### config.mk
export PLATFORM = sky130hd
export DESIGN_NAME = swcan_ctrl
export DESIGN_NICKNAME = d
export VERILOG_FILES = /design/src/logic/swcan_pkg.sv /design/src/logic/cond_if.sv /design/src/logic/cond_filter.sv /design/src/logic/swcan_ctrl.sv
export SDC_FILE = /design/constraint.sdc
export NUM_CORES = 1
export LEC_CHECK = 0
export ABC_CLOCK_PERIOD_IN_PS = 2400
export BUFFER_PORTS_ARGS = -buffer_cell sky130_fd_sc_hd__buf_2
export CAP_MARGIN = 5
export CORE_MARGIN = 2
export CORE_UTILIZATION = 52
export CTS_CLUSTER_DIAMETER = 40
export DETAILED_ROUTE_END_ITERATION = 6
export GPL_TIMING_DRIVEN = 0
export MAX_ROUTING_LAYER = met4
export PLACE_DENSITY = 0.8
export SLEW_MARGIN = 20
export SYNTH_ARGS = -nofsm -noshare
export SYNTH_HDL_FRONTEND = slang
export SYNTH_SLANG_ARGS = --single-unit
### constraint.sdc
create_clock -name clk -period 2.4 [get_ports clk]
set_input_delay 0.6 -clock clk [delete_from_list [all_inputs] [get_ports clk]]
set_output_delay 0.6 -clock clk [all_outputs]
set_load 0.02 [all_outputs]
### src/logic/swcan_pkg.sv
// Purpose: Shared constants and types for the single-wire CAN control logic
// Assumes: 250 MHz system clock
// Notes: Register offsets are byte addresses on the plain register port
`default_nettype none
package swcan_pkg;
    // Clock and timing
    localparam int CLK_PERIOD_PS = 4000;
    localparam int TIMEOUT_US = 1000;
    localparam int TIMEOUT_CYCLES = (TIMEOUT_US * 1000 * 1000) / CLK_PERIOD_PS;
    localparam int RX_FILTER_NS = 40;
    localparam int RX_FILTER_CYCLES = (RX_FILTER_NS * 1000) / CLK_PERIOD_PS;
    // Register port
    localparam int ADDR_W = 4;
    localparam int DATA_W = 32;
    localparam logic [ADDR_W-1:0] OFS_STATUS = 4'h0;
    localparam logic [ADDR_W-1:0] OFS_MASK = 4'h4;
    localparam logic [ADDR_W-1:0] OFS_STATE = 4'h8;
    // Event bits, shared by status and mask
    localparam int EV_W = 4;
    localparam int EV_WAKE = 0;
    localparam int EV_TIMEOUT = 1;
    localparam int EV_GND_LOSS = 2;
    localparam int EV_MODE = 3;
    localparam logic [EV_W-1:0] MASK_RESET = 4'h0;
    // State register field positions
    localparam int ST_MODE_LSB = 0;
    localparam int ST_TIMEOUT = 2;
    localparam int ST_DRIVE = 3;
    localparam int ST_WAKE_LVL = 4;
    localparam int ST_SLEW = 5;
    localparam int ST_LOAD_SW = 6;
    localparam int ST_RX_DOM = 7;
    // Operating modes, decoded from the two select inputs
    typedef enum logic [1:0] {
        mode_sleep,
        mode_high_speed,
        mode_wake_call,
        mode_normal
    } mode_type;
endpackage
`default_nettype wire

### src/logic/cond_if.sv
// Purpose: Carries one raw pin level in and its conditioned level back
// Assumes: Single clock domain on the conditioned side
// Notes: Used between the controller top and its input conditioners
`timescale 1ns/1ps
`default_nettype none
interface cond_if;
    logic raw;
    logic clean;
    modport src
    (
        output raw,
        input clean
    );
    modport flt
    (
        input raw,
        output clean
    );
endinterface
`default_nettype wire

### src/logic/cond_filter.sv
// Purpose: Two-flop synchroniser followed by a stability filter
// Assumes: raw is asynchronous to clk
// Notes: clean changes only after the synced level held FILT_LEN cycles
`timescale 1ns/1ps
`default_nettype none
module cond_filter
#(
    parameter int FILT_LEN = 1,
    parameter logic RESET_VAL = 1'b0
)
(
    input wire logic clk, // System clock
    input wire logic reset_n, // Synchronous reset, active low
    cond_if.flt port // Raw level in, clean level out
);
    localparam int CW = (FILT_LEN < 2) ? 1 : $clog2(FILT_LEN);
    localparam logic [CW-1:0] LAST = CW'(FILT_LEN - 1);

    typedef struct packed {
        logic meta;
        logic sync;
        logic clean;
        logic [CW-1:0] cnt;
    } cond_state_type;

    cond_state_type st_ff;
    cond_state_type nxt_st;

    if (FILT_LEN < 1)
    begin : g_chk
        $error("cond_filter: FILT_LEN must be at least 1");
    end

    // ------------------------------------------------------------
    // Synchronise, then accept a new level once it stays put
    // ------------------------------------------------------------
    always_comb
    begin
        nxt_st = st_ff;
        nxt_st.meta = port.raw;
        nxt_st.sync = st_ff.meta; // First stage feeds only this flop
        if (st_ff.sync == st_ff.clean)
        begin
            nxt_st.cnt = '0;
        end
        else if (st_ff.cnt == LAST)
        begin
            nxt_st.clean = st_ff.sync;
            nxt_st.cnt = '0;
        end
        else
        begin
            nxt_st.cnt = st_ff.cnt + 1'b1;
        end
    end

    // Reset level is the pad's idle level, so startup looks undriven
    always_ff @(posedge clk)
    begin
        if (!reset_n)
        begin
            st_ff <= '{meta: RESET_VAL, sync: RESET_VAL, clean: RESET_VAL, cnt: '0};
        end
        else
        begin
            st_ff <= nxt_st;
        end
    end

    assign port.clean = st_ff.clean;
endmodule
`default_nettype wire

### src/logic/swcan_ctrl.sv
// Purpose: Control logic of a single-wire CAN transceiver
// Assumes: Pins and bus comparators are asynchronous; one 250 MHz clock
// Notes: Analog shaping, thresholds and supply lockout live outside
//
// Function
// - Selects 00 sleep, 10 high-speed, 01 wake-up call, 11 normal.
// - Undriven mode-select inputs read low through a pull-down.
// - Transmit input is active low; undriven means recessive.
// - Transmit low drives bus dominant high outside sleep; high releases it recessive.
// - Receive output pulled low while bus is dominant, released otherwise.
// - Driver switches off when transmit stays low past the timeout.
// - Transmit returning high clears the timeout at once.
// - In sleep only wake-level traffic reaches the receive output.
// - Sleep is left only by changing the mode-select inputs.
// - High-speed mode switches off slew-rate control.
// - Wake-up call mode sends every message at wake-up level.
// - Normal mode sends at normal level with wave shaping on.
// - Awake modes forward sensed bus data through a fixed filter.
// - Load switch to ground opens on loss of ground.
// - Loss-of-ground circuit stays active in sleep too.
//
// The implementer's own choices: strobed register access and the register addresses.
`timescale 1ns/1ps
`default_nettype none
module swcan_ctrl
    import swcan_pkg::*;
#(
    parameter int DOM_TIMEOUT_CYCLES = TIMEOUT_CYCLES,
    parameter int RX_FILT_CYCLES = RX_FILTER_CYCLES
)
(
    input wire logic clk, // 250 MHz system clock
    input wire logic reset_n, // Synchronous reset, active low
    input wire logic tx_data_n, // Transmit request, low = dominant
    input wire logic mode_select0, // Mode select bit 0
    input wire logic mode_select1, // Mode select bit 1
    input wire logic bus_sense_norm, // Bus above normal threshold
    input wire logic bus_sense_wake, // Bus above wake-up threshold
    input wire logic gnd_loss, // Loss-of-ground detector
    output logic bus_line_drive, // Drive bus_line dominant high
    output logic bus_wake_level, // Use high-voltage wake-up level
    output logic slew_ctrl_en, // Wave shaping on slew_program_pin path
    output logic rx_data_o, // Receive pin output value
    output logic rx_data_oe, // Receive pin pull-down enable
    output logic load_switch_on, // Load resistor switch to ground
    output logic irq, // Interrupt, level, active high
    input wire logic [ADDR_W-1:0] reg_addr, // Register byte address
    input wire logic [DATA_W-1:0] reg_wdata, // Register write data
    input wire logic reg_wr, // Write strobe
    input wire logic reg_rd, // Read strobe
    output logic [DATA_W-1:0] reg_rdata // Read data, one cycle later
);
    localparam int TCW = $clog2(DOM_TIMEOUT_CYCLES + 1);
    localparam logic [TCW-1:0] TO_LAST = TCW'(DOM_TIMEOUT_CYCLES - 1);

    // ------------------------------------------------------------
    // Elaboration checks
    // ------------------------------------------------------------
    if (DOM_TIMEOUT_CYCLES < 1)
    begin : g_chk_to
        $error("swcan_ctrl: DOM_TIMEOUT_CYCLES must be at least 1");
    end
    if (RX_FILT_CYCLES < 1)
    begin : g_chk_rx
        $error("swcan_ctrl: RX_FILT_CYCLES must be at least 1");
    end

    // ------------------------------------------------------------
    // State
    // ------------------------------------------------------------
    typedef struct packed {
        mode_type mode;
        logic [TCW-1:0] to_cnt;
        logic timed_out;
        logic drive;
        logic wake_lvl;
        logic slew;
        logic rx_oe;
        logic load_sw;
        logic [EV_W-1:0] status;
        logic [EV_W-1:0] mask;
        logic gnd_loss_prev;
        logic [DATA_W-1:0] rdata;
        logic irq;
    } ctrl_state_type;

    ctrl_state_type st_ff;
    ctrl_state_type nxt_st;

    // ------------------------------------------------------------
    // Input conditioning
    // ------------------------------------------------------------
    cond_if tx_c ();
    cond_if m0_c ();
    cond_if m1_c ();
    cond_if norm_c ();
    cond_if wake_c ();
    cond_if gnd_c ();

    assign tx_c.raw = tx_data_n;
    assign m0_c.raw = mode_select0;
    assign m1_c.raw = mode_select1;
    assign norm_c.raw = bus_sense_norm;
    assign wake_c.raw = bus_sense_wake;
    assign gnd_c.raw = gnd_loss;

    // Transmit idles high so a floating pin reads recessive
    cond_filter #(.FILT_LEN(1), .RESET_VAL(1'b1)) u_tx
    (
        .clk(clk),
        .reset_n(reset_n),
        .port(tx_c)
    );

    // Mode selects idle low so a floating pin reads as sleep
    cond_filter #(.FILT_LEN(1), .RESET_VAL(1'b0)) u_m0
    (
        .clk(clk),
        .reset_n(reset_n),
        .port(m0_c)
    );

    cond_filter #(.FILT_LEN(1), .RESET_VAL(1'b0)) u_m1
    (
        .clk(clk),
        .reset_n(reset_n),
        .port(m1_c)
    );

    // Receive paths share one fixed filter length for glitch immunity
    cond_filter #(.FILT_LEN(RX_FILT_CYCLES), .RESET_VAL(1'b0)) u_norm
    (
        .clk(clk),
        .reset_n(reset_n),
        .port(norm_c)
    );

    cond_filter #(.FILT_LEN(RX_FILT_CYCLES), .RESET_VAL(1'b0)) u_wake
    (
        .clk(clk),
        .reset_n(reset_n),
        .port(wake_c)
    );

    cond_filter #(.FILT_LEN(1), .RESET_VAL(1'b0)) u_gnd
    (
        .clk(clk),
        .reset_n(reset_n),
        .port(gnd_c)
    );

    // ------------------------------------------------------------
    // Next-state logic
    // ------------------------------------------------------------
    // Events raised this cycle, one per status bit
    logic [EV_W-1:0] ev;
    logic wr_status;
    logic wr_mask;
    mode_type mode_dec;

    // Mode decode straight from the synced select pins
    always_comb
    begin
        case ({m1_c.clean, m0_c.clean})
            2'b00: mode_dec = mode_sleep;
            2'b01: mode_dec = mode_high_speed;
            2'b10: mode_dec = mode_wake_call;
            2'b11: mode_dec = mode_normal;
            default: mode_dec = mode_sleep;
        endcase
    end

    // STATE and unmapped offsets simply ignore writes
    assign wr_status = reg_wr && (reg_addr == OFS_STATUS);
    assign wr_mask = reg_wr && (reg_addr == OFS_MASK);

    // One pass works out every register's next value
    always_comb
    begin
        nxt_st = st_ff;
        ev = '0;

        // Mode follows the pins only; bus wake-ups never change it
        nxt_st.mode = mode_dec;
        ev[EV_MODE] = (mode_dec != st_ff.mode);

        // Dominant timeout; a high transmit input clears it the same cycle
        // The synchroniser still delays the clear by three clocks
        if (tx_c.clean)
        begin
            nxt_st.to_cnt = '0;
            nxt_st.timed_out = 1'b0;
        end
        else if (!st_ff.timed_out)
        begin
            if (st_ff.to_cnt == TO_LAST)
            begin
                nxt_st.timed_out = 1'b1;
                ev[EV_TIMEOUT] = 1'b1;
            end
            else
            begin
                nxt_st.to_cnt = st_ff.to_cnt + 1'b1;
            end
        end

        // Driver: dominant while transmit is low, unless timed out
        // Sleep keeps the driver off to hold the quiescent current down
        nxt_st.drive = !tx_c.clean && !nxt_st.timed_out
            && (mode_dec != mode_sleep);

        // Level and shaping selection per mode
        case (mode_dec)
            mode_high_speed:
            begin
                nxt_st.wake_lvl = 1'b0;
                nxt_st.slew = 1'b0;
            end
            mode_wake_call:
            begin
                nxt_st.wake_lvl = 1'b1;
                nxt_st.slew = 1'b1;
            end
            mode_normal:
            begin
                nxt_st.wake_lvl = 1'b0;
                nxt_st.slew = 1'b1;
            end
            default:
            begin
                nxt_st.wake_lvl = 1'b0;
                nxt_st.slew = 1'b1;
            end
        endcase

        // Receive path: in sleep only the wake-up comparator counts
        if (mode_dec == mode_sleep)
        begin
            nxt_st.rx_oe = wake_c.clean;
            // A wake level already present on entry to sleep raises no event
            ev[EV_WAKE] = wake_c.clean && !st_ff.rx_oe;
        end
        else
        begin
            nxt_st.rx_oe = norm_c.clean;
        end

        // Loss of ground opens the switch in every mode, sleep included
        nxt_st.load_sw = !gnd_c.clean;
        nxt_st.gnd_loss_prev = gnd_c.clean;
        ev[EV_GND_LOSS] = gnd_c.clean && !st_ff.gnd_loss_prev;

        // Status: write one to clear, a new event in the same cycle wins
        if (wr_status)
        begin
            nxt_st.status = (st_ff.status & ~reg_wdata[EV_W-1:0]) | ev;
        end
        else
        begin
            nxt_st.status = st_ff.status | ev;
        end

        // A mask write replaces every enable at once
        if (wr_mask)
        begin
            nxt_st.mask = reg_wdata[EV_W-1:0];
        end

        // Taken from the next state so irq moves on the same edge as status
        nxt_st.irq = |(nxt_st.status & nxt_st.mask);

        // Read data valid for exactly the cycle after the strobe
        nxt_st.rdata = '0;
        if (reg_rd)
        begin
            case (reg_addr)
                OFS_STATUS:
                begin
                    nxt_st.rdata[EV_W-1:0] = st_ff.status;
                end
                OFS_MASK:
                begin
                    nxt_st.rdata[EV_W-1:0] = st_ff.mask;
                end
                OFS_STATE:
                begin
                    nxt_st.rdata[ST_MODE_LSB +: 2] = st_ff.mode;
                    nxt_st.rdata[ST_TIMEOUT] = st_ff.timed_out;
                    nxt_st.rdata[ST_DRIVE] = st_ff.drive;
                    nxt_st.rdata[ST_WAKE_LVL] = st_ff.wake_lvl;
                    nxt_st.rdata[ST_SLEW] = st_ff.slew;
                    nxt_st.rdata[ST_LOAD_SW] = st_ff.load_sw;
                    nxt_st.rdata[ST_RX_DOM] = st_ff.rx_oe;
                end
                default:
                begin
                    nxt_st.rdata = '0; // Unmapped reads return zero
                end
            endcase
        end
    end

    // ------------------------------------------------------------
    // State register
    // ------------------------------------------------------------
    // Reset leaves the bus released and the load switch closed
    always_ff @(posedge clk)
    begin
        if (!reset_n)
        begin
            st_ff.mode <= mode_sleep;
            st_ff.to_cnt <= '0;
            st_ff.timed_out <= 1'b0;
            st_ff.drive <= 1'b0;
            st_ff.wake_lvl <= 1'b0;
            st_ff.slew <= 1'b1;
            st_ff.rx_oe <= 1'b0;
            st_ff.load_sw <= 1'b1;
            st_ff.status <= '0;
            st_ff.mask <= MASK_RESET;
            st_ff.gnd_loss_prev <= 1'b0;
            st_ff.rdata <= '0;
            st_ff.irq <= 1'b0;
        end
        else
        begin
            st_ff <= nxt_st;
        end
    end

    // ------------------------------------------------------------
    // Outputs straight from flops, except rx_data_o, which is tied low
    // ------------------------------------------------------------
    assign bus_line_drive = st_ff.drive;
    assign bus_wake_level = st_ff.wake_lvl;
    assign slew_ctrl_en = st_ff.slew;
    assign rx_data_oe = st_ff.rx_oe;
    // The receive value never changes; only its enable toggles
    assign rx_data_o = 1'b0; // Open drain: only ever pulls low
    assign load_switch_on = st_ff.load_sw;
    assign irq = st_ff.irq;
    assign reg_rdata = st_ff.rdata;
endmodule
`default_nettype wire

## Yosys cells after proc, flatten, opt, wreduce, memory -nomap -nowiden

Index checks and enable logic that the tools add are counted.

- Add/subtract/negate cells: 7
- Equality and inequality tests: 17
- Muxes and demuxes: 12
- Bitwise logic cells: 18
- Reduce and logical (&&, ||, !) cells: 32

Operators with widths:

| cell | number |
|---|---|
| adder 18 x 1 -> 18 bit (second input constant) | 1 |
| equality test 18 bit (second input constant) | 1 |
| OR reduction 3 bit | 6 |
| AND reduction 2 bit | 8 |
| NOT 1 bit | 13 |
| equality test 4 bit (second input constant) | 3 |
| case mux 4 bit (3 select lines) | 1 |
| adder 4 x 1 -> 4 bit (second input constant) | 2 |
| AND 4 bit | 2 |
| two-way mux 4 bit | 2 |
| bitwise OR 4 bit | 2 |
| case mux 2 bit (4 select lines) | 1 |
| two-way mux 1 bit | 7 |
| equality test 1 bit | 6 |
| equality test 2 bit (second input constant) | 3 |
| logical AND 1 bit | 6 |
| zero test 1 bit | 5 |
| adder 1 bit (second input constant) | 4 |
| equality test 2 x 1 -> 1 bit (second input constant) | 2 |
| equality test 4 x 3 -> 1 bit (second input constant) | 1 |
| zero test 2 bit | 2 |
| zero test 4 bit | 1 |
| NOT 4 bit | 1 |
| case mux 2 bit (2 select lines) | 1 |
| 5 further kinds | 5 |

- Bits in registers: 98
- Output and inout port bits: 39

## Logic depth before layout (Yosys ltp)

Gate-level depths: netlist of the first run.

- Word-level depth: 8
- Gate-level depth with buffers: 6
- Gate-level depth less buffers: 6

## Modules after synthesis

From an unflattened synthesis of the first run, not the netlist that was laid out.

- Cell total of the unflattened synthesis: 321
- Area, all modules: 3125.5 µm²

Modules (own cells, without submodules):

| module | instances | cells each | area an instance (µm²) | seq. area each (µm²) |
|---|---|---|---|---|
| swcan_ctrl | 1 | 237 | 2129.5 | 880.8 |
| cond_filter (u_norm ...) | 2 | 24 | 274.0 | 140.1 |
| cond_filter (u_gnd ...) | 3 | 9 | 112.6 | 80.1 |
| cond_filter (u_tx) | 1 | 9 | 110.1 | 80.1 |

## Least setup slack after synthesis of the first run

OpenSTA, ideal clock, no wires.

- Kind: input-to-reg
- From: input reg_addr[3]
- To: register irq (netlist name)
- Library setup time: 0.135 ns
- Arrival: 1.946 ns
- Slack: 0.320 ns
- Cell stages on the path: 6
- Path buffers: 1
- Cells stage by stage: buf_2 > or4b_2 > o21ai_0 > nand3_1 > a22oi_1 > o221ai_1

- Word-level cells in the longest chain between the ends: 5

RTL lines:

| item | RTL line | text |
|---|---|---|
| start: declaration | swcan_ctrl.sv:47 | `input wire logic [ADDR_W-1:0] reg_addr,` |
| equality test 4 x 3 -> 1 bit or zero test 4 bit (tied branches) | swcan_ctrl.sv:175, swcan_ctrl.sv:174 |  |
| logical AND 1 bit (on tied branches) | swcan_ctrl.sv:175, swcan_ctrl.sv:174 |  |
| two-way mux 4 bit (on tied branches) | swcan_ctrl.sv:264, swcan_ctrl.sv:254 |  |
| AND 4 bit (*) | swcan_ctrl.sv:270 | `nxt_st.irq = \|(nxt_st.status & nxt_st.mask);` |
| OR reduction 4 bit (*) | swcan_ctrl.sv:270 |  |

Every way passes the cells marked *; elsewhere a longest branch is shown, timed or not.
A chain may end at the register's enable or synchronous reset.

## Worst setup path in the final report of the first run

- From: input reg_addr[3]
- To: register irq (netlist name)

- Word-level cells in the longest chain between the ends: 5

RTL lines:

| item | RTL line |
|---|---|
| equality test 4 x 3 -> 1 bit or zero test 4 bit (tied branches) | swcan_ctrl.sv:175, swcan_ctrl.sv:174 |
| logical AND 1 bit (on tied branches) | swcan_ctrl.sv:175, swcan_ctrl.sv:174 |
| two-way mux 4 bit (on tied branches) | swcan_ctrl.sv:264, swcan_ctrl.sv:254 |
| AND 4 bit (*) | swcan_ctrl.sv:270 |
| OR reduction 4 bit (*) | swcan_ctrl.sv:270 |

Marks and branches as above.

==> results of run 1 <==
[worst paths after layout]
kind	endpoint	slack, ns
min reg2reg	u_tx.st_ff[2]	0.43
max reg2reg	st_ff[57]	0.46
min	u_tx.st_ff[2]	0.43
max	irq	0.44
[where the power goes]
part	leakage [uW]	switching, uW	internal [uW]
sequential	0.000601	9.82	1250
combinational	0.000910	78.0	59.0
clock	0.0000917	453	477
total	0.00160	541	1780
[per-layer routing]
metal,vias up,part of all wire [%],wire (um)
met5,-,0,0
met3,7,5.2,273
met4,0,0.90,47
met2,49,50,2628
li1,1136,-,-
met1,1000,44,2288
[final cells by class]
type                    instances  area (um2)  share of cell area (%)
clock buffers                   9       123.9                   3.463
multi-input cells             226        1364                   38.13
well taps                      72       90.09                   2.518
plain buffers                  41       279.0                   7.800
repair buffers                 29       145.1                   4.057
clock inverters                 6       67.56                   1.889
inverters                       7       26.28                  0.7345
flip-flops and latches         74        1481                   41.41
[layout by cell type (no fill, tap or decap), types with 2 or more instances in the layout]
cell type    n
dfxtp_1     74
nor2_1      49
buf_4       33
buf_2       30
conb_1      29
and2_1      18
nand2_1     16
mux2i_1     13
xor2_1      11
nand3_1     10
a21oi_1     10
xnor2_1      9
clkbuf_8     9
nand2b_1     8
inv_1        7
clkbuf_1     6
ha_1         5
nand3b_1     4
nand4_1      4
o21ai_0      4
or2_2        2
and3_1       2
a31oi_1      2
a31o_2       2
nor3_1       2
nand4b_1     2
a22oi_1      2
mux2_2       2
nor2b_1      2
clkinvlp_4   2
[critical path: stages]
cell and delay, ns:
buf_2 0.16, or4b_2 0.67, o21ai_0 0.28, nand3_1 0.13, a22oi_1 0.17, o221ai_1 0.16
[registers in the layout (all words and copies together) (netlist names), 2 cells and up]
name          flops
st_ff            30
reg_rdata         8
u_norm.st_ff      5
u_wake.st_ff      5
u_gnd.st_ff       2
u_m0.st_ff        2
u_m1.st_ff        2
u_tx.st_ff        2
[stage by stage]
| stage | hold slack [ns] | cells | util (%) | worst slack (ns) | area [um2] |
|---|---|---|---|---|---|
| final | 0.4264 | 464 | 64.18 | 0.4394 | 3577 |
| after detailed placement | 0.3985 | 449 | 60.74 | 0.08925 | 3386 |
| after floorplan | 0.3863 | 348 | - | 0.3197 | 3151 |
| after global routing | 0.4390 | 464 | 64.18 | 0.3429 | 3577 |
| after global placement | 0.4030 | 449 | 60.74 | 0.1149 | 3386 |
| after CTS | 0.4276 | 464 | 64.18 | 0.4546 | 3577 |
[cells by family (layout without fill, tap and decap cells)]
kind of cell	Yosys count	in the layout	share of synthesized area (%)
AOI/OAI and AO/OA	27	27	5.711
xor gates and xnor gates	20	20	5.752
adders and majority gates	5	5	2.054
buffers and inverters	48	92	10.02
DFF	74	74	48.64
muxes	15	15	5.012
other	1	29	0.1231
and+or+nand+nor	130	130	22.68
==> results.toml, run 1 <==
[routing]
drt_iter0_drc = 82
wl_um = 5237
num_vias = 2192
via_per_inst = 4.724
wl_per_cell_um = 11.29
drtAntennaViolNets = 0
firstDrtPassIters = 4
drc = 0

[synthesis]
ys_warn_count = 0
synth_top_flop_cell = "dfxtp_1"
netlist_area_um2 = 3045
netlist-cell-type-count = 47
ys_ff_latch = 74
synth_edf_count = 0
yosys.area.top_type = "dfxtp_1"
synth_top_area_share_pct = 48.64
ys_seq_area_share_pct = 48.64
synthArstFlopShare_pct = 0
syn_inst = 320
yosys-top-cells-count = "dfxtp_1 (74), nor2_1 (49), buf_4 (33)"
synth_most_common_cell = "dfxtp_1"
syn_avg_cell_area_um2 = 9.517
synthTopCellsByArea = "dfxtp_1 (49%), buf_4 (8.1%), nor2_1 (6.0%)"

[global_route]
grtUsageMet2_pct = 31.25
grt_overflow = 0
grt.total_usage_pct = 18.84
use_met3_pct = 6.404
grt_pass1_wl_um = 9032
antenna_found_initial = 0
use_met1_pct = 21.35
grt_pass1_vias = 2084
busiest_layer = "met2"
grt_max_degree = 14

[place]
hpwl_um = 3830
place_congestion = 0.8050
portBuffers = 29

[floorplan]
boundaryPins = 85
row_count = 27
initial_core_util_pct = 54.64
coreArea_um2 = 5574
die-area_um2 = 6485
die_h_um = 80.53
die_w_um = 80.53

[clock_tree]
clock_path_buffers = 2
cts_repair_resize_count = 0
cts_tree = "yes"
cts_sinks = 74
clkLatencyLatePin_ns = 0.34
clk_pin_slew_worst_paths_ns = 0.07
cts_root_buf = "clkbuf_8"
cts_max_level = 3
postCtsHoldBufs = 0
post_cts_buffers = 0
numCtsBuffers = 9

[critical_path]
r2r-start = "st_ff[56]"
crit_path_start = "reg_addr[3]"
cp_data_required_time_ns = 2.61
cp-start-kind = "input port"
critical_path_class = "in -> reg"
endpoint_kind = "flip-flop"
arrival_ns = 2.17
crit_fanout = 8
r2r_cells = 5

[timing]
clock.fmax_mhz = 510.1
final.period_utilization_pct = 81.69
period_minus_slack_ns = 1.961
report.final.hold_viol_count = 0
tns_ns = 0
drv_slew = 0
setup_viol = 0
rsz0062_at_grt = "false"
slew_headroom_pct = 64.64
worstMarginPinSlew_ns = 0.5256
fin_skew_ns = 0.004274

[cells_and_area]
syn_to_final_growth_pct = 17.46
layout.nets = 439
drive_above_1_share_pct = 22.96
diodes = 0
fill_cells = 457

[min_path]
hp-start = "u_tx.nxt_st[2]"
min_path_type = "reg -> reg"
min_path_cells = 1

[power]
fin_total_pwr_uw = 2325
power.leakage_uw = 0.001603
ir_worst_vdd_v = 0.0004675
p_per_area_nw_per_um2 = 649.9

[job]
drv_cap = 0

[run_status]
status = "finished clean"
Note: power is estimated with default switching activity, not from simulation.
==> run 2: changes to the inputs <==
--- a/config.mk
+++ b/config.mk
@@ -5,11 +5,12 @@
 export SDC_FILE = /design/constraint.sdc
 export NUM_CORES = 1
 export LEC_CHECK = 0
-export ABC_CLOCK_PERIOD_IN_PS = 2400
+export ABC_AREA = 1
+export ABC_CLOCK_PERIOD_IN_PS = 2000
 export BUFFER_PORTS_ARGS = -buffer_cell sky130_fd_sc_hd__buf_2
 export CAP_MARGIN = 5
 export CORE_MARGIN = 2
-export CORE_UTILIZATION = 52
+export CORE_UTILIZATION = 53
 export CTS_CLUSTER_DIAMETER = 40
 export DETAILED_ROUTE_END_ITERATION = 6
 export GPL_TIMING_DRIVEN = 0
==> constraint.sdc (replaced) <==
create_clock -name clk -period 2 [get_ports clk]
set_input_delay 0.5 -clock clk [delete_from_list [all_inputs] [get_ports clk]]
set_output_delay 0.5 -clock clk [all_outputs]
set_load 0.02 [all_outputs]
==> run 2 against run 1 <==
Setup slack got worse by 0.099 ns. Die area is 6.1% higher. Via count rose by 27%. Highest routed layer unchanged. Area after synthesis up 8.5%. Register-to-register slack got worse by 0.12 ns. Cell area grew 6.9%. Sequential power rose by 21%. Synthesized cell count up 41%. Largest power group unchanged. Sequential share of layout area is 2.7 points lower. Clock power rose by 8%. Core utilization about the same.
==> results.toml, run 2 <==
[global_route]
use_met3_pct = 6.064
use_met1_pct = 21.89
grt_overflow = 0
grt_max_degree = 14
grt_pass1_vias = 2548
grtUsageMet2_pct = 32.70
antenna_found_initial = 0
busiest_layer = "met2"
grt_pass1_wl_um = 10590
grt.total_usage_pct = 19.22

[timing]
period_minus_slack_ns = 1.660
drv_slew = 0
setup_viol = 0
final.period_utilization_pct = 82.99
clock.fmax_mhz = 602.5
worstMarginPinSlew_ns = 0.5065
rsz0062_at_grt = "false"
slew_headroom_pct = 66.23
tns_ns = 0
setup_ws_ns = 0.3403
report.final.hold_viol_count = 0
fin_skew_ns = 0.009076

[synthesis]
netlist_area_um2 = 3303
synth_most_common_cell = "nand2_1"
synth_top_area_share_pct = 44.85
synth_top_flop_cell = "dfxtp_1"
syn_inst = 450
yosys-top-cells-count = "nand2_1 (115), dfxtp_1 (74), nor2_1 (59)"
syn_avg_cell_area_um2 = 7.340
ys_seq_area_share_pct = 44.85
yosys.area.top_type = "dfxtp_1"
ys_warn_count = 0
ys_ff_latch = 74
netlist-cell-type-count = 27
synthArstFlopShare_pct = 0
synth_edf_count = 0
synthTopCellsByArea = "dfxtp_1 (45%), nand2_1 (13%), buf_4 (7.7%)"

[clock_tree]
cts_root_buf = "clkbuf_8"
clk_pin_slew_worst_paths_ns = 0.08
clock_path_buffers = 2
cts_repair_resize_count = 0
post_cts_buffers = 0
clkLatencyLatePin_ns = 0.35
postCtsHoldBufs = 0
cts_max_level = 3
numCtsBuffers = 9
cts_sinks = 74
cts_tree = "yes"

[cells_and_area]
drive_above_1_share_pct = 18.13
diodes = 0
mostFrequentLayoutCells = "nand2_1 (115), dfxtp_1 (74), nor2_1 (59)"
syn_to_final_growth_pct = 15.80
layout.nets = 571
fin_area_um2 = 3825
layout_commonest_cell = "nand2_1"
largest_register_ffs = 30
top_register = "st_ff"
fill_cells = 541
fin_util_pct = 64.22

[critical_path]
path_cells = "ha_1 > nand3_2 > nor2_2 > nand2_1 > nand2_2 > buf_4 > nand2_1 > a21oi_1"
worst_path_max_delay_cell = "dfxtp_1"
critical_path_class = "reg -> reg"
endpoint_kind = "flip-flop"
max_stage_delay_ns = 0.46
crit_fanout = 10
arrival_ns = 1.94
r2r_setup_slack_ns = 0.34
cp_data_required_time_ns = 2.28
cp-start-kind = "flip-flop"
critPathMostFrequentCell = "nand2_1"

[routing]
num_vias = 2777
wl_per_cell_um = 10.07
drt_iter0_drc = 147
drc = 0
via_per_inst = 4.636
firstDrtPassIters = 4
drtAntennaViolNets = 0
wl_um = 6033

[power]
switching_share_pct = 25.48
power.leakage_uw = 0.001858
p_per_area_nw_per_um2 = 710.7
ir_worst_vdd_v = 0.0005575
power_frac_comb_pct = 7.1
internal_power_uw = 2026
power.net_switching_uw = 692.7
fin_total_pwr_uw = 2718
p_seq_share_pct = 56.0
pwr-share-clk_pct = 36.9

[place]
hpwl_um = 4500
portBuffers = 31
dpl_cell_area_um2 = 3657
place_congestion = 0.8896
pre_cts_ws_ns = 0.2138

[floorplan]
boundaryPins = 85
die_w_um = 82.95
initial_core_util_pct = 55.46
die-area_um2 = 6880
row_count = 28
coreArea_um2 = 5956
die_h_um = 82.95

[run_status]
status = "finished clean"

[job]
drv_cap = 0

[min_path]
min_path_type = "in -> reg"
[run 2: cell count changes after synthesis, sizes merged, moves of 17 or more]
| cell | change |
|---|---|
| a21oi | +17 |
| and2 | -18 |
| inv | +51 |
| nand2 | +100 |
[run 2: metal layers]
| metal | routed length (um) | share of wire, % |
|---|---|---|
| met1 | 2657 | 44 |
| met3 | 364 | 6.0 |
| met2 | 2963 | 49 |
| met4 | 48 | 0.80 |
| met5 | 0 | 0 |
[run 2: path summary, 6_finish.rpt]
check	endpoint	startpoint	cells after the start
max	st_ff[64]	st_ff[48]	8
min	u_gnd.nxt_st[2]	gnd_loss	3
max reg2reg	st_ff[64]	st_ff[48]	8
min reg2reg	u_tx.st_ff[2]	u_tx.nxt_st[2]	1
[run 2: layout make-up]
type	instances	area, um2	share of cell area, %
Tap cell	75	93.84	2.453
Clock buffer	9	123.9	3.238
Inverter	58	217.7	5.692
Multi-Input combinational cell	306	1416	37.03
Timing Repair Buffer	31	155.1	4.056
Sequential cell	74	1481	38.73
Buffer	40	292.8	7.655
Clock inverter	6	43.79	1.145
[run 2: logic make-up (layout without fill, tap and decap cells)]
group	after synthesis	after routing	synth area share [%]
AOI/OAI and AO/OA	47	47	7.425
and+or+nand+nor	211	211	26.55
DFF	74	74	44.85
xor gates and xnor gates	14	14	3.712
buffers and inverters	98	144	15.45
other	1	29	0.1135
adders and majority gates	5	5	1.894
[run 2: worst max-delay path, delay by kind of cell (launching register included)]
family / cells / cell delay [ns]
buffers and inverters: 1 / 0.18
and+or+nand+nor: 5 / 0.56
AOI/OAI and AO/OA: 1 / 0.14
adders and majority gates: 1 / 0.25
DFF: 1 / 0.46
[run 2: per-stage QoR]
| stage | instances | hold slack [ns] |
|---|---|---|
| 2_1_floorplan | 478 | 0.3775 |
| 3_3_place_gp | 584 | 0.3942 |
| 3_5_place_dp | 584 | 0.3992 |
| 4_1_cts | 599 | 0.3162 |
| 5_1_grt | 599 | 0.3258 |
| 6_report | 599 | 0.3264 |
[run 2: power groups by stage]
stage | clock network (uW) | registers (uW) | logic (uW)
finish | 1000 | 1520 | 194
global route | 1080 | 1530 | 217
CTS | 1030 | 1520 | 193
detailed placement | 0 | 1560 | 191
global placement | 0 | 1560 | 186
floorplan | 0 | 1560 | 145
==> run 3: changes to the inputs <==
--- a/config.mk
+++ b/config.mk
@@ -5,17 +5,17 @@
 export SDC_FILE = /design/constraint.sdc
 export NUM_CORES = 1
 export LEC_CHECK = 0
-export ABC_AREA = 1
-export ABC_CLOCK_PERIOD_IN_PS = 2000
+export ABC_AREA = 0
+export ABC_CLOCK_PERIOD_IN_PS = 1400
 export BUFFER_PORTS_ARGS = -buffer_cell sky130_fd_sc_hd__buf_2
 export CAP_MARGIN = 5
 export CORE_MARGIN = 2
-export CORE_UTILIZATION = 53
+export CORE_UTILIZATION = 47
 export CTS_CLUSTER_DIAMETER = 40
 export DETAILED_ROUTE_END_ITERATION = 6
 export GPL_TIMING_DRIVEN = 0
 export MAX_ROUTING_LAYER = met4
-export PLACE_DENSITY = 0.8
+export PLACE_DENSITY = 0.76
 export SLEW_MARGIN = 20
 export SYNTH_ARGS = -nofsm -noshare
 export SYNTH_HDL_FRONTEND = slang
==> constraint.sdc (replaced) <==
create_clock -name clk -period 1.4 [get_ports clk]
set_input_delay 0.35 -clock clk [delete_from_list [all_inputs] [get_ports clk]]
set_output_delay 0.35 -clock clk [all_outputs]
set_load 0.02 [all_outputs]
==> run 3 against run 2 <==
The run now ends with negative setup slack left. Cell area rose by 1.4%. Highest routed layer unchanged. Die area rose by 3.8%. Largest cell class unchanged. Sequential power rose by 41%. Critical path type unchanged.
==> results.toml, run 3 (synthesis results as in run 1) <==
[timing]
final.period_utilization_pct = 128.2
fin_skew_ns = 0.009377
setup_ws_ns = -0.3951
clock.fmax_mhz = 557.1
rsz0062_at_grt = "true"
report.final.hold_viol_count = 0
drv_slew = 0
fin_hold_ws_ns = 0.1947
setup_viol = 21
period_minus_slack_ns = 1.795

[run_status]
status = "complete, but fails checks"
violations = "negative setup slack"

[clock_tree]
clk_pin_slew_worst_paths_ns = 0.08
clkLatencyLatePin_ns = 0.35
cts_max_level = 3
cts_sinks = 74
postCtsHoldBufs = 0
cts_root_buf = "clkbuf_8"
cts_tree = "yes"
numCtsBuffers = 9
clock_path_buffers = 2

[routing]
drt_iter0_drc = 124
drc = 0
wl_per_cell_um = 11.64
num_vias = 2310
wl_um = 5624
firstDrtPassIters = 5
via_per_inst = 4.783
drtAntennaViolNets = 0

[cells_and_area]
top_register = "st_ff"
largest_register_ffs = 30
layout.nets = 453
fin_area_um2 = 3879
drive_above_1_share_pct = 32.27
syn_to_final_growth_pct = 27.36
mostFrequentLayoutCells = "dfxtp_1 (64), nor2_1 (47), buf_4 (42)"
diodes = 0
layout_commonest_cell = "dfxtp_1"

[global_route]
grt_overflow = 0
grt_max_degree = 14
grt_pass1_wl_um = 9522
grt.total_usage_pct = 17.12
grt_pass1_vias = 2122
antenna_found_initial = 0

[critical_path]
r2r_cells = 6
worst_path_max_delay_cell = "or4_4"
r2r_end = "st_ff[57]"
endpoint_kind = "flip-flop"
critical_path_depth = 6
cp_top_family = "simple AND/OR/NAND/NOR gates"
arrival_ns = 2.08
cp_data_required_time_ns = 1.69
critical_path_class = "reg -> reg"
r2r_setup_slack_ns = -0.40
cp_num_buf_inv = 1
crit_fanout = 6
cp-start-kind = "flip-flop"
path_cells = "or4_4 > nor4_4 > buf_6 > a21oi_4 > a31oi_1 > a41o_1"
r2r-start = "st_ff[56]"
max_stage_delay_ns = 0.52

[floorplan]
initial_core_util_pct = 48.24
die_w_um = 84.50
row_count = 29
coreArea_um2 = 6314
die-area_um2 = 7139
boundaryPins = 85
die_h_um = 84.50

[place]
hpwl_um = 3820
place_congestion = 0.8246
portBuffers = 29
dpl_cell_area_um2 = 3470

[min_path]
min_path_type = "in -> reg"
min_path_cells = 2
hold-path-endpoint = "u_tx.nxt_st[2]"
hp-start = "tx_data_n"

[power]
ir_worst_vdd_v = 0.001197
power.leakage_uw = 0.001742
p_per_area_nw_per_um2 = 1077

[job]
drv_cap = 0
==> run 3: repair_timing <==
action	CTS	global route
buffers inserted	11	4
gates resized for setup	21	7
pin swaps	22	12
gates cloned	1	0
endpoints found under the setup margin	22	22
==> run 3: how the worst max path moves through the flow <==
stage / endpoint / start
after CTS: st_ff[53] / st_ff[54]
after global placement: st_ff[48] / st_ff[56]
after detailed placement: st_ff[49] / st_ff[57]
after floorplan: st_ff[50] / st_ff[57]
final: st_ff[57] / st_ff[56]
after global routing: st_ff[57] / st_ff[56]
==> run 3: metrics by stage <==
stage | std cells | worst slack (ns) | total power (uW) | utilization (%) | TNS (ns)
after global placement | 454 | -0.4643 | 2444 | 54.95 | -8.360
after global routing | 483 | -0.4954 | 4335 | 61.43 | -6.690
after CTS | 480 | -0.3674 | 4207 | 60.82 | -5.112
final | 483 | -0.3951 | 4176 | 61.43 | -4.898
after floorplan | 348 | -0.3365 | 2396 | - | -3.362
after detailed placement | 454 | -0.4885 | 2448 | 54.95 | -8.708
==> run 3: report_power, final <==
group	switching (uW)	total [uW]	internal, uW
clock	781	1780	1000
combinational	137	244	107
sequential	17.6	2150	2130
total	936	4180	3240
==> run 3: area by class of cell <==
type                    instances  area (um2)
flip-flops and latches         74        1504
multi-input cells             227        1480
clock inverters                 6       90.09
clock buffers                   9       123.9
inverters                       7       26.28
well taps                      77       96.34
repair buffers                 43       269.0
plain buffers                  40       289.0
fillers                       528        2435
==> run 3: per-layer routing <==
| layer | global-route usage [%] | share of wire (%) | vias up |
|---|---|---|---|
| li1 | - | - | 1168 |
| met1 | 20.33 | 45 | 1083 |
| met2 | 27.20 | 48 | 53 |
| met3 | 6.293 | 5.7 | 6 |
| met4 | 5.195 | 1.0 | 0 |
| met5 | - | 0 | - |
